**config.mk**
```make
export PLATFORM = sky130hd
export DESIGN_NAME = gcs_global_regs
export DESIGN_NICKNAME = d
export VERILOG_FILES = /design/src/gcs_pkg.sv /design/src/gcs_label_flip.sv /design/src/gcs_global_regs.sv
export SDC_FILE = /design/constraint.sdc
export NUM_CORES = 1
export LEC_CHECK = 0
export BUFFER_PORTS_ARGS = -buffer_cell sky130_fd_sc_hd__buf_2
export CORE_MARGIN = 2
export CORE_UTILIZATION = 40
export CTS_BUF_LIST = sky130_fd_sc_hd__clkbuf_8
export CTS_CLUSTER_SIZE = 24
export DETAILED_ROUTE_END_ITERATION = 10
export PLACE_DENSITY = 0.78
export SYNTH_ARGS = -nofsm -noshare
export SYNTH_HDL_FRONTEND = slang
export SYNTH_SLANG_ARGS = --single-unit
```
**constraint.sdc**
```tcl
create_clock -name sys_clk_i -period 7.5 [get_ports sys_clk_i]
set_input_delay 0.375 -clock sys_clk_i [delete_from_list [all_inputs] [get_ports sys_clk_i]]
set_output_delay 0.375 -clock sys_clk_i [all_outputs]
set_load 0.02 [all_outputs]
```
**src/gcs_pkg.sv**
```systemverilog
// gcs_pkg: constants for the global control and status register pair.
// assumes a byte-wide configuration space reached by 16-bit memory addresses.
package gcs_pkg;

	// ----------------------------------------
	// address map
	// ----------------------------------------
	localparam logic [15:0] GCS_CFG_BASE = 16'h8000;
	localparam logic [15:0] GCS_STATUS_ADDR = 16'h800e;
	localparam logic [15:0] GCS_CONTROL_ADDR = 16'h800f;
	localparam int GCS_CFG_SEL_BIT = 15;

	// ----------------------------------------
	// control fields
	// ----------------------------------------
	localparam int GCS_CTL_RX_EN = 7;
	localparam int GCS_CTL_TX_EN = 6;
	localparam int GCS_CTL_LBL_REV = 3;
	localparam logic [7:0] GCS_CTL_RESET = 8'h00;

	// ----------------------------------------
	// status fields
	// ----------------------------------------
	localparam int GCS_ST_READY = 7;
	localparam int GCS_ST_ACTIVE = 6;
	localparam int GCS_ST_SAFE = 5;
	localparam int GCS_ST_RAM = 4;
	localparam int GCS_ST_EEPROM_WRITE_IN_PROGRESS = 3;
	localparam int GCS_ST_LOAD = 2;
	localparam logic [7:0] GCS_ST_RESET = 8'h00;
	localparam logic [7:0] GCS_RD_NONE = 8'h00;

	// ----------------------------------------
	// channel counts and word layout
	// ----------------------------------------
	localparam int GCS_RX_CHANNELS = 8;
	localparam int GCS_TX_CHANNELS = 4;
	localparam int GCS_WORD_W = 32;
	localparam int GCS_LABEL_W = 8;

	typedef logic [GCS_WORD_W-1:0] gcs_word_type;
	typedef logic [GCS_RX_CHANNELS-1:0] gcs_rx_mask_type;
	typedef logic [GCS_TX_CHANNELS-1:0] gcs_tx_mask_type;

endpackage

```
**src/gcs_label_flip.sv**
```systemverilog
// gcs_label_flip: optional bit reversal of the label byte of a word.
// assumes the label sits in the low byte; purely combinational.
`timescale 1ns/10ps
`default_nettype none

module gcs_label_flip (
	input wire logic flip_i,
	input wire gcs_pkg::gcs_word_type word_i,
	output logic [gcs_pkg::GCS_WORD_W-1:0] word_o
);
	import gcs_pkg::*;

	logic [GCS_LABEL_W-1:0] rev;

	// ----------------------------------------
	// per-bit reversal
	// ----------------------------------------
	genvar b;
	generate
		for (b = 0; b < GCS_LABEL_W; b = b + 1) begin : g_rev
			assign rev[b] = word_i[GCS_LABEL_W-1-b];
		end
	endgenerate

	always_comb begin
		word_o = word_i;
		if (flip_i) begin
			word_o[GCS_LABEL_W-1:0] = rev;
		end
	end

endmodule // gcs_label_flip

`default_nettype wire

```
**src/gcs_global_regs.sv**
```systemverilog
// gcs_global_regs: global control and status registers with rx/tx gating.
// assumes one clock, async active-high reset, memory-style byte accesses.
`timescale 1ns/10ps
`default_nettype none

module gcs_global_regs (
	input wire logic sys_clk_i,
	input wire logic sys_rst_i,
	input wire logic ce_i,
	input wire logic [15:0] mem_addr_i,
	input wire logic mem_wr_i,
	input wire logic mem_rd_i,
	input wire logic [7:0] mem_wdata_i,
	output logic [7:0] mem_rdata_o,
	output logic mem_rvalid_o,
	input wire logic host_ready_i,
	input wire logic run_i,
	input wire logic bist_fail_i,
	input wire logic load_fail_i,
	input wire logic ram_check_in_progress_i,
	input wire logic eeprom_write_in_progress_i,
	input wire logic config_load_in_progress_i,
	output logic ready_o,
	input wire logic rx_valid_i,
	input wire logic [2:0] rx_chan_i,
	input wire gcs_pkg::gcs_word_type rx_word_i,
	input wire gcs_pkg::gcs_rx_mask_type rx_chan_en_i,
	output logic rx_store_o,
	output logic [2:0] rx_chan_o,
	output logic [gcs_pkg::GCS_WORD_W-1:0] rx_word_o,
	input wire logic tx_valid_i,
	input wire logic [1:0] tx_chan_i,
	input wire gcs_pkg::gcs_word_type tx_word_i,
	output logic [gcs_pkg::GCS_TX_CHANNELS-1:0] tx_line_valid_o,
	output logic [gcs_pkg::GCS_WORD_W-1:0] tx_word_o,
	output logic [gcs_pkg::GCS_TX_CHANNELS-1:0] tx_seq_rst_o,
	output logic receive_global_enable_o,
	output logic transmit_global_enable_o,
	output logic label_bit_reverse_o
);
	import gcs_pkg::*;

	// ----------------------------------------
	// register access
	// ----------------------------------------
	logic [7:0] ctrl_q, ctrl_d, stat_q, stat_d, rdata_q, rdata_d;
	logic rvalid_q, rvalid_d, ready_q, ready_d;
	logic cfg_hit, hit_ctrl, hit_stat;

	assign cfg_hit = mem_addr_i[GCS_CFG_SEL_BIT];
	assign hit_ctrl = cfg_hit && (mem_addr_i == GCS_CONTROL_ADDR);
	assign hit_stat = cfg_hit && (mem_addr_i == GCS_STATUS_ADDR);

	always_comb begin
		ctrl_d = ctrl_q;
		rdata_d = rdata_q;
		rvalid_d = 1'b0;
		if (mem_wr_i && hit_ctrl) begin
			ctrl_d = mem_wdata_i;
		end
		if (mem_rd_i) begin
			rvalid_d = 1'b1;
			if (hit_stat) begin
				rdata_d = stat_q;
			end else if (hit_ctrl) begin
				rdata_d = ctrl_q;
			end else begin
				rdata_d = GCS_RD_NONE;
			end
		end
	end

	always_ff @(posedge sys_clk_i or posedge sys_rst_i) begin
		if (sys_rst_i) begin
			ctrl_q <= GCS_CTL_RESET;
			rdata_q <= GCS_RD_NONE;
			rvalid_q <= 1'b0;
		end else if (ce_i) begin
			ctrl_q <= ctrl_d;
			rdata_q <= rdata_d;
			rvalid_q <= rvalid_d;
		end
	end

	// ----------------------------------------
	// operational status
	// ----------------------------------------
	always_comb begin
		stat_d = GCS_ST_RESET;
		ready_d = host_ready_i && !eeprom_write_in_progress_i;
		stat_d[GCS_ST_READY] = ready_d;
		stat_d[GCS_ST_SAFE] = stat_q[GCS_ST_SAFE] || bist_fail_i || load_fail_i;
		stat_d[GCS_ST_ACTIVE] = run_i && !stat_d[GCS_ST_SAFE];
		stat_d[GCS_ST_RAM] = ram_check_in_progress_i;
		stat_d[GCS_ST_EEPROM_WRITE_IN_PROGRESS] = eeprom_write_in_progress_i;
		stat_d[GCS_ST_LOAD] = config_load_in_progress_i;
	end

	always_ff @(posedge sys_clk_i or posedge sys_rst_i) begin
		if (sys_rst_i) begin
			stat_q <= GCS_ST_RESET;
			ready_q <= 1'b0;
		end else if (ce_i) begin
			stat_q <= stat_d;
			ready_q <= ready_d;
		end
	end

	// ----------------------------------------
	// receive and transmit gating
	// ----------------------------------------
	logic [GCS_WORD_W-1:0] rx_flip, tx_flip, rxw_q, rxw_d, txw_q, txw_d;
	logic rxs_q, rxs_d;
	logic [2:0] rxc_q, rxc_d;
	logic [GCS_TX_CHANNELS-1:0] txv_q, txv_d, txr_q, txr_d;

	gcs_label_flip u_rx_flip (
		.flip_i(ctrl_q[GCS_CTL_LBL_REV]),
		.word_i(rx_word_i),
		.word_o(rx_flip)
	);

	gcs_label_flip u_tx_flip (
		.flip_i(ctrl_q[GCS_CTL_LBL_REV]),
		.word_i(tx_word_i),
		.word_o(tx_flip)
	);

	genvar c;
	generate
		for (c = 0; c < GCS_TX_CHANNELS; c = c + 1) begin : g_tx
			assign txv_d[c] = ctrl_q[GCS_CTL_TX_EN] && tx_valid_i && (tx_chan_i == 2'(c));
			assign txr_d[c] = !ctrl_q[GCS_CTL_TX_EN];
		end
	endgenerate

	always_comb begin
		rxs_d = ctrl_q[GCS_CTL_RX_EN] && rx_valid_i && rx_chan_en_i[rx_chan_i];
		rxc_d = rxs_d ? rx_chan_i : rxc_q;
		rxw_d = rxs_d ? rx_flip : rxw_q;
		txw_d = (|txv_d) ? tx_flip : txw_q;
	end

	always_ff @(posedge sys_clk_i or posedge sys_rst_i) begin
		if (sys_rst_i) begin
			rxs_q <= 1'b0;
			rxc_q <= 3'h0;
			rxw_q <= '0;
			txw_q <= '0;
			txv_q <= '0;
			txr_q <= '1;
		end else if (ce_i) begin
			rxs_q <= rxs_d;
			rxc_q <= rxc_d;
			rxw_q <= rxw_d;
			txw_q <= txw_d;
			txv_q <= txv_d;
			txr_q <= txr_d;
		end
	end

	assign mem_rdata_o = rdata_q;
	assign mem_rvalid_o = rvalid_q;
	assign ready_o = ready_q;
	assign rx_store_o = rxs_q;
	assign rx_chan_o = rxc_q;
	assign rx_word_o = rxw_q;
	assign tx_line_valid_o = txv_q;
	assign tx_word_o = txw_q;
	assign tx_seq_rst_o = txr_q;
	assign receive_global_enable_o = ctrl_q[GCS_CTL_RX_EN];
	assign transmit_global_enable_o = ctrl_q[GCS_CTL_TX_EN];
	assign label_bit_reverse_o = ctrl_q[GCS_CTL_LBL_REV];
endmodule // gcs_global_regs

`default_nettype wire

```
After elaboration in Yosys (flattened, before gate mapping)

Index checks and enable logic that the tools add are counted.

Word-level logic and storage cells: 47
Bits of input ports: 115
Output and inout bits: 89
Register bits after elaboration: 97

Reductions and logical operators: 23
Eq/ne operators: 5
Mux-type cells: 7
Magnitude comparators: 1

Operator list:

| operator               | count |
|---|---|
| $eq A16 B16 Y1 const B | 2 |
| $mux W8                | 4 |
| $logic_and A1 B1 Y1    | 12 |
| $reduce_and A2 Y1      | 4 |
| $eq A2 B2 Y1 const B   | 2 |
| $lt A3 B4 Y1 const B   | 1 |
| $reduce_or A4 Y1       | 1 |
| $bmux W1 S3            | 1 |
| $logic_not A1 Y1       | 3 |
| $eq A2 B1 Y1 const B   | 1 |
| $logic_not A2 Y1       | 1 |
| $logic_or A1 B1 Y1     | 2 |
| $mux W1                | 2 |

Longest topological paths before layout

Gate-level depths: netlist of the first run.

Depth in word-level cells: 4
Gate-level depth with buffers: 6
Gate-level depth less buffers: 4

Hierarchy

From an unflattened synthesis of the first run, not the netlist that was laid out.

Cell total of the unflattened synthesis: 319
Area, all modules: 4590.7 µm²

Modules (own cells, without submodules):

| module          | sequential area each (µm²) | cells an instance | times used | area an instance (µm²) |
|---|---|---|---|---|
| gcs_global_regs | 2403.6                     | 253               | 1          | 3967.6 |
| gcs_label_flip  | 0.0                        | 33                | 2          | 311.5 |

Worst setup path after synthesis of the first run

No wires, ideal clock.

Kind: input-to-reg
From: in rx_chan_i[0]
To: reg rxw_q[10] (netlist: rx_word_o[10])
Arrival: 1679 ps
Library setup time: 125 ps
Data required time: 7375 ps
Stages on the path: 6
Setup slack: 5696 ps
Buffers on the path: 2
Cells stage by stage: mux4_2 -> nor2_1 -> and4b_1 -> buf_6 -> buf_12 -> mux2_4

Word-level cells in the longest chain between the ends: 4

Ends and longest elaborated chain:

| element                            | line                   | RTL |
|---|---|---|
| from (decl)                        | gcs_global_regs.sv:25  | `input wire logic [2:0] rx_chan_i,` |
| $bmux W1 S3                        | gcs_global_regs.sv:138 | `rxs_d = ctrl_q[GCS_CTL_RX_EN] && rx_valid_i && rx_chan_en_i[rx_chan_i];` |
| $mux W1 (implied by the code)      | gcs_global_regs.sv:138 |  |
| $logic_and A1 B1 Y1                | gcs_global_regs.sv:138 |  |
| $reduce_and A2 Y1 (no source line) | n/a                    |  |
| to (signal assigned)               | gcs_global_regs.sv:155 | `rxw_q <= rxw_d;` |
| to (decl)                          | gcs_global_regs.sv:112 | `logic [GCS_WORD_W-1:0] rx_flip, tx_flip, rxw_q, rxw_d, txw_q, txw_d;` |

No other way between the ends. The select of a mux whose other input is x is not followed.
A chain may end at the register's enable or synchronous reset.

Worst setup path after layout of the first run

From: reg ctrl_q[7]
To: reg rxw_q[29] (netlist: rx_word_o[29])

Word-level cells in the longest chain between the ends: 3

Ends and longest elaborated chain:

| element                            | line                   | RTL |
|---|---|---|
| from (decl)                        | gcs_global_regs.sv:46  | `logic [7:0] ctrl_q, ctrl_d, stat_q, stat_d, rdata_q, rdata_d;` |
| from (signal assigned)             | gcs_global_regs.sv:79  | `ctrl_q <= ctrl_d;` |
| $logic_and A1 B1 Y1 (2 in a row)   | gcs_global_regs.sv:138 |  |
| $reduce_and A2 Y1 (no source line) | n/a                    |  |

No other way between the ends.

==> summary.txt, run 1 <==
Logic synthesis
  – Synth Flop Type: dfrtp_1
  – Cell Area, Synth: 4120 sq um
  – Synth Warn #: 0
  – Async SR Flop Fraction: 100%
  – Synthesized instance count: 278
  – Area share of the largest cell type after synthesis: 57.6%
  – Syn_area_per_cell: 14.8 sq um
  – Synth cell types: 33
  – Largest area contributor in the netlist: dfrtp_1
  – Post-synth EDFFs: 0
  – Mapped Nets: 393
  – #FFs+latches synth: 96
  – Sequential area share after synthesis: 58.3%
  – Top cells by area, synth: dfrtp_1 58%, mux2_2 13%, mux2_4 11%

Floorplanning
  – Effective utilization at floorplan: 40.5%
  – Die width: 106 um
  – Core area: 10,200 sq um
  – Die ar.: 11,100 sq um
  – Die H: 106 um
  – Ports: 204
  – Row count: 37

Critical path
  – R2R setup slack: 5.27 ns
  – Worst Path Buf+Inv: 0
  – Worst Path Arrival: 2.47 ns
  – CP required: 7.73 ns
  – Critical path endpoint category: flip-flop
  – CP max FO: 35
  – R2r endpoint: rx_word_o[29]
  – Top delay family on crit path: simple AND/OR/NAND/NOR gates
  – Worst r2r src: ctrl_q[7]
  – Critical Path, Cell by Cell: and3_1 > and4b_2 > mux2_2
  – Crit-path slowest cell: and4b_2
  – Worst r2r path cells: 3
  – Largest stage delay, worst path: 0.98 ns
  – Critical path class: reg -> reg
  – CP startpoint kind: flip-flop

Global routing
  – Grt total ovfl: 0
  – Vias in the first global route: 3,133
  – Pin count of the biggest net entering global routing: 59
  – Initial antenna violation count: 0
  – First-pass GRT wire length: 14.9 mm
  – Total track usage: 16.9%

Clock tree
  – PostCTS Resize Cnt: 0
  – H-tree Lvls: 3
  – Root buffer cell: clkbuf_8
  – Clock transition at path regs: 0.10 ns
  – CTS sink count: 96
  – Post-CTS setup buffers: 0
  – Clock tree from TritonCTS: built
  – Clock Path Buffers: 2
  – Post-CTS Hold Buffers: 0
  – TritonCTS buffer count: 9
  – Skew-Pair Late Insertion Delay: 0.35 ns

Pwr
  – Net Switching: 221 uW
  – Sw Share: 23.7%
  – Power share of the combinational group: 7.2%
  – Max VDD drop: 75.1 uV
  – Internal power: 710 uW
  – Leak pwr: 2.99 nW
  – PD cells: 173 nW/um^2
  – Seq pwr share: 56.1%
  – Clk network pwr share: 36.7%

Placement
  – Area after DPL: 5190 sq um
  – GPL Wtd Cong: 0.772
  – HPWL after detailed placement: 7.16 mm
  – Port bufs: 203

Route
  – Drt drc: 0
  – Wire length per cell: 15.4 um
  – DRT iter0 DRCs: 94
  – Post-route ant nets: 0
  – Vias: 3,001
  – DRT Pass-1 Iters: 4
  – Avg Vias per Cell: 4.86
  – Final wirelength: 9.52 mm

Finish
  – # nets final: 592
  – Area growth from synthesis to layout: 30.8%
  – Inserted Diodes: 0
  – Layout cell share with drive strength beyond 1: 62.7%
  – Multi-input gate area in the final layout: 1580 sq um
  – Finished layout cell area: 5400 sq um
  – Filler Cells Inserted: 908
  – Register area: 2400 sq um

Timing
  – Fin crit share: 29.8%
  – Fin Clk Skew: 0.00786 ns
  – Worst-margin pin slew: 1.11 ns
  – Slew headroom: 26.3%
  – Fin. max-slew vios: 0
  – Setup_tns: 0 ns
  – Final worst path period need: 2.23 ns
  – Final Hold Violating Endpoints: 0
  – Fmax: 0.448 GHz
  – Final Setup Violations: 0
  – RSZ-0062 raised after global routing: no

Outcome
  – Status: finished, final reports clean

Worst hold path
  – Hold WC Path Type: in -> async

Flow run
  – Maxcap violations: 0
-- how the worst max path moves through the flow --
stage,from,to,cells after the start
6_report,ctrl_q[7],rx_word_o[29],3
5_1_grt,ctrl_q[7],rx_word_o[29],3
2_1_floorplan,sys_rst_i,ctrl_q[0],1
3_3_place_gp,rx_chan_i[0],rx_word_o[26],5
4_1_cts,ctrl_q[7],rx_word_o[29],3
3_5_place_dp,rx_chan_i[0],rx_word_o[29],5
-- registers in the layout, indices dropped and copies added (netlist names) --
register and flops:
ready_o 1, rx_store_o 1, rx_chan_o 3, stat_q 5, tx_line_valid_o 4, ctrl_q 8
mem_rvalid_o 1, tx_word_o 32, rx_word_o 32, mem_rdata_o 8, tx_seq_rst_o 1
-- logic make-up after synthesis --
logic type,count (synthesis),synth area share [%]
compound gates,28,4.31
buf+inv,20,3.46
mux,96,29.4
simple gates,38,4.58
flops,96,58.3
-- cells in the final DEF (no fill, tap or decap), types with 2 or more instances in the layout --
cell,count
a21oi_1,2
a22o_1,3
a32o_1,4
and3_1,2
buf_2,203
clkbuf_8,9
clkinvlp_4,4
dfrtp_1,95
inv_1,2
inv_6,2
mux2_2,48
mux2_4,29
mux2i_1,16
mux4_1,2
nand2_1,18
nand3_1,3
nor2_1,5
nor4_1,2
o21ai_0,17
-- synthesized netlist by cell type, types with 3 or more instances --
cell,instances
a22o_1,3
a32o_1,4
buf_12,3
buf_4,3
clkbuf_1,8
dfrtp_1,95
inv_1,3
mux2_2,48
mux2_4,29
mux2i_1,16
nand2_1,18
nand3_1,3
nor2_1,5
o21ai_0,17
-- metrics by stage --
stage / setup slack [ns] / total power, mW / hold slack, ns / utilization (%) / cells
after floorplan: 4.62 / 0.561 / 0.457 / - / 278
after global placement: 5.06 / 0.598 / 0.436 / 51.0 / 602
after detailed placement: 4.98 / 0.601 / 0.440 / 51.0 / 602
after CTS: 5.24 / 0.948 / 0.0373 / 53.0 / 618
after global routing: 5.15 / 0.978 / 0.0488 / 53.0 / 618
final: 5.27 / 0.931 / 0.0376 / 53.0 / 618
-- layout make-up --
cell class | instances | share of cell area, %
sequential | 96 | 44.6
clock buffer | 9 | 2.30
clock inverter | 7 | 1.44
tap | 136 | 3.15
timing repair buffer | 204 | 19.0
multi-input combinational | 162 | 29.3
inverter | 4 | 0.325
-- routing by layer --
layer  part of all wire [%]  track usage (%)  up-vias
met5                      0                0        -
met4                    1.9             7.71        0
met3                    7.3             4.95       15
met2                     51             28.2      118
met1                     40             20.3     1478
li1                       -                -     1390
-- power groups by stage --
stage	combinational [mW]	clock [mW]	sequential, mW
6_report	0.0669	0.341	0.523
5_1_grt	0.0741	0.381	0.523
4_1_cts	0.0684	0.357	0.523
3_5_place_dp	0.0680	0	0.533
3_3_place_gp	0.0657	0	0.533
2_1_floorplan	0.0267	0	0.534
-- worst reg2reg max path: stages (launching register included) --
cell and delay, ns:
dfrtp_1 0.43, and3_1 0.25, and4b_2 0.98, mux2_2 0.45
(Power assumes the default switching activity.)
==> run 2: changes to the inputs <==
clock period = 2.3 ns   (was 7.5 ns; I/O delays follow)
==> run 2 against run 1 <==
Sequential cell count did not move. Clock skew rose by 0.0054 ns. Non-clock buffer count rose by 69. Highest routed layer unchanged. Largest power group unchanged. Final cell count rose by 11%. Clock power rose to 3.1 times the previous value. Critical path depth did not move. Routed wire length rose by 11%.
==> summary.txt, run 2 (synthesis gave the netlist of run 1 again) <==
Pwr
  – Leak pwr: 3.29 nW (was 2.99 nW)
  – Seq pwr share: 55.2% (was 56.1%)
  – Sw Share: 25.5% (was 23.7%)
  – Net Switching: 788 uW (was 221 uW)
  – Clk network pwr share: 34.6% (was 36.7%)
  – Max VDD drop: 257 uV (was 75.1 uV)
  – Internal power: 2.30 mW (was 710 uW)
  – Power share of the combinational group: 10.2% (was 7.2%)
  – PD cells: 508 nW/um^2 (was 173 nW/um^2)

Finish
  – Area growth from synthesis to layout: 47.2% (was 30.8%)
  – Finished layout cell area: 6070 sq um (was 5400 sq um)
  – Most common cell after layout, fill and taps aside: buf_2 (unchanged)
  – Inserted Diodes: 0 (unchanged)
  – Most frequent cells in the layout: 203 x buf_2, 95 x dfrtp_1, 64 x dlygate4sd3_1 (was 203 x buf_2, 95 x dfrtp_1, 48 x mux2_2)
  – Final non-filler cell total: 687 (was 618)
  – Layout cell share with drive strength beyond 1: 55.7% (was 62.7%)
  – # nets final: 661 (was 592)

Global routing
  – Initial antenna violation count: 0 (unchanged)
  – Pin count of the biggest net entering global routing: 45 (was 59)
  – Grt total ovfl: 0 (unchanged)
  – Total track usage: 19.4% (was 16.9%)
  – First-pass GRT wire length: 17.1 mm (was 14.9 mm)
  – Vias in the first global route: 3,442 (was 3,133)

Floorplanning
  – Ports: 204 (unchanged)
  – Core area: 10,200 sq um (unchanged)
  – Effective utilization at floorplan: 40.5% (unchanged)
  – Die ar.: 11,100 sq um (unchanged)
  – Die width: 106 um (unchanged)
  – Row count: 37 (unchanged)
  – Die H: 106 um (unchanged)

Placement
  – Pre-CTS setup slack: 0.0682 ns (was 4.98 ns)
  – HPWL after detailed placement: 7.05 mm (was 7.16 mm)
  – GPL Wtd Cong: 0.809 (was 0.772)
  – Area after DPL: 5250 sq um (was 5190 sq um)
  – Placed cells: 607 (was 602)
  – Port bufs: 203 (unchanged)

Timing
  – RSZ-0062 raised after global routing: no (unchanged)
  – Fmax: 0.463 GHz (was 0.448 GHz)
  – Fin crit share: 94.0% (was 29.8%)
  – Fin. max-slew vios: 0 (unchanged)
  – Final worst slack: 0.138 ns (was 5.27 ns)
  – Worst-margin pin slew: 1.09 ns (was 1.11 ns)
  – Final Setup Violations: 0 (unchanged)
  – Fin Clk Skew: 0.0132 ns (was 0.00786 ns)
  – Final worst path period need: 2.16 ns (was 2.23 ns)
  – Final Hold Violating Endpoints: 0 (unchanged)
  – Setup_tns: 0 ns (unchanged)
  – Slew headroom: 27.1% (was 26.3%)

Critical path
  – CP startpoint kind: flip-flop (unchanged)
  – Worst Path Arrival: 2.42 ns (was 2.47 ns)
  – Critical path class: reg -> reg (unchanged)
  – Worst r2r path cells: 3 (unchanged)
  – Critical path endpoint category: flip-flop (unchanged)
  – CP required: 2.56 ns (was 7.73 ns)
  – R2r endpoint: rx_word_o[27] (was rx_word_o[29])
  – R2R setup slack: 0.14 ns (was 5.27 ns)
  – Worst r2r src: ctrl_q[7] (unchanged)
  – CP max FO: 35 (unchanged)

Worst hold path
  – Worst hold start: bist_fail_i
  – Hold path depth: 3
  – End of the worst hold path: stat_q[5]
  – Hold WC Path Type: in -> reg (was in -> async)

Route
  – DRT iter0 DRCs: 154 (was 94)
  – DRT Pass-1 Iters: 4 (unchanged)
  – Avg Vias per Cell: 4.78 (was 4.86)
  – Final wirelength: 10.6 mm (was 9.52 mm)
  – Post-route ant nets: 0 (unchanged)
  – Vias: 3,284 (was 3,001)
  – Wire length per cell: 15.4 um (about the same)
  – Drt drc: 0 (unchanged)

Clock tree
  – CTS sink count: 96 (unchanged)
  – Post-CTS Hold Buffers: 64 (was 0)
  – PostCTS Resize Cnt: 0 (unchanged)
  – TritonCTS buffer count: 9 (unchanged)
  – H-tree Lvls: 3 (unchanged)
  – Skew-Pair Late Insertion Delay: 0.37 ns (was 0.35 ns)
  – Root buffer cell: clkbuf_8 (unchanged)
  – Clock transition at path regs: 0.10 ns (about the same)
  – Post-CTS setup buffers: 0 (unchanged)
  – Clock Path Buffers: 2 (unchanged)
  – Clock tree from TritonCTS: built (unchanged)

Flow run
  – Maxcap violations: 0 (unchanged)

Outcome
  – Status: finished, final reports clean (unchanged)
-- run 2: changes by cell type in the layout (fill, tap and decap cells not counted) --
cell | before | now
dlygate4sd3_1 | 0 | 64
clkinv_4 | 0 | 2
inv_4 | 1 | 0
inv_6 | 2 | 3
inv_8 | 0 | 1
buf_4 | 1 | 5
clkinvlp_4 | 4 | 2
bufinv_16 | 1 | 0
buf_12 | 0 | 1
-- run 2: cell type report --
cell class / count / area, sq um
fill: 825 / 4110
sequential: 96 / 2400
timing repair buffer: 273 / 1710
multi-input combinational: 162 / 1580
tap: 136 / 170
clock buffer: 9 / 124
clock inverter: 7 / 62.6
inverter: 4 / 18.8
-- run 2: how the worst max path moves through the flow --
stage	from	endpoint	slack [ns]	cells past startpoint
after floorplan	ctrl_q[6]	tx_word_o[16]	0.52	4
after global placement	rx_chan_i[0]	rx_word_o[26]	0.12	5
after detailed placement	rx_chan_i[0]	rx_word_o[30]	0.07	5
after CTS	ctrl_q[7]	rx_word_o[30]	0.12	3
after global routing	ctrl_q[7]	rx_word_o[27]	0.0003	3
final	ctrl_q[7]	rx_word_o[27]	0.14	3
-- run 2: power by group through the flow --
stage               Combinational [mW]  Clock, mW  Sequential [mW]
floorplan                       0.0875          0             1.74
global placement                 0.220          0             1.74
detailed placement               0.227          0             1.74
CTS                              0.313       1.09             1.70
global route                     0.341       1.18             1.71
finish                           0.313       1.07             1.70
-- run 2: metal layers --
layer  vias up  global-route usage [%]  wire length, um
li1       1532                       -                -
met1      1588                    23.8             4350
met2       133                    32.0             5240
met3        31                    5.44              654
met4         0                    8.46              332
met5         -                       0                0
-- run 2: through the flow --
| stage | hold slack [ns] | total power, mW | util [%] |
|---|---|---|---|
| after global routing | 0.0131 | 3.23 | 59.6 |
| after CTS | 0.00324 | 3.11 | 59.6 |
| after global placement | 0.155 | 1.96 | 51.5 |
| after detailed placement | 0.162 | 1.96 | 51.5 |
| final | 0.0188 | 3.09 | 59.6 |
| after floorplan | 0.197 | 1.83 | - |
-- run 2: critical path: stages (launching register included) --
cell,delay [ns]
dfrtp_1,0.39
and3_1,0.23
and4b_2,0.99
mux2_2,0.43
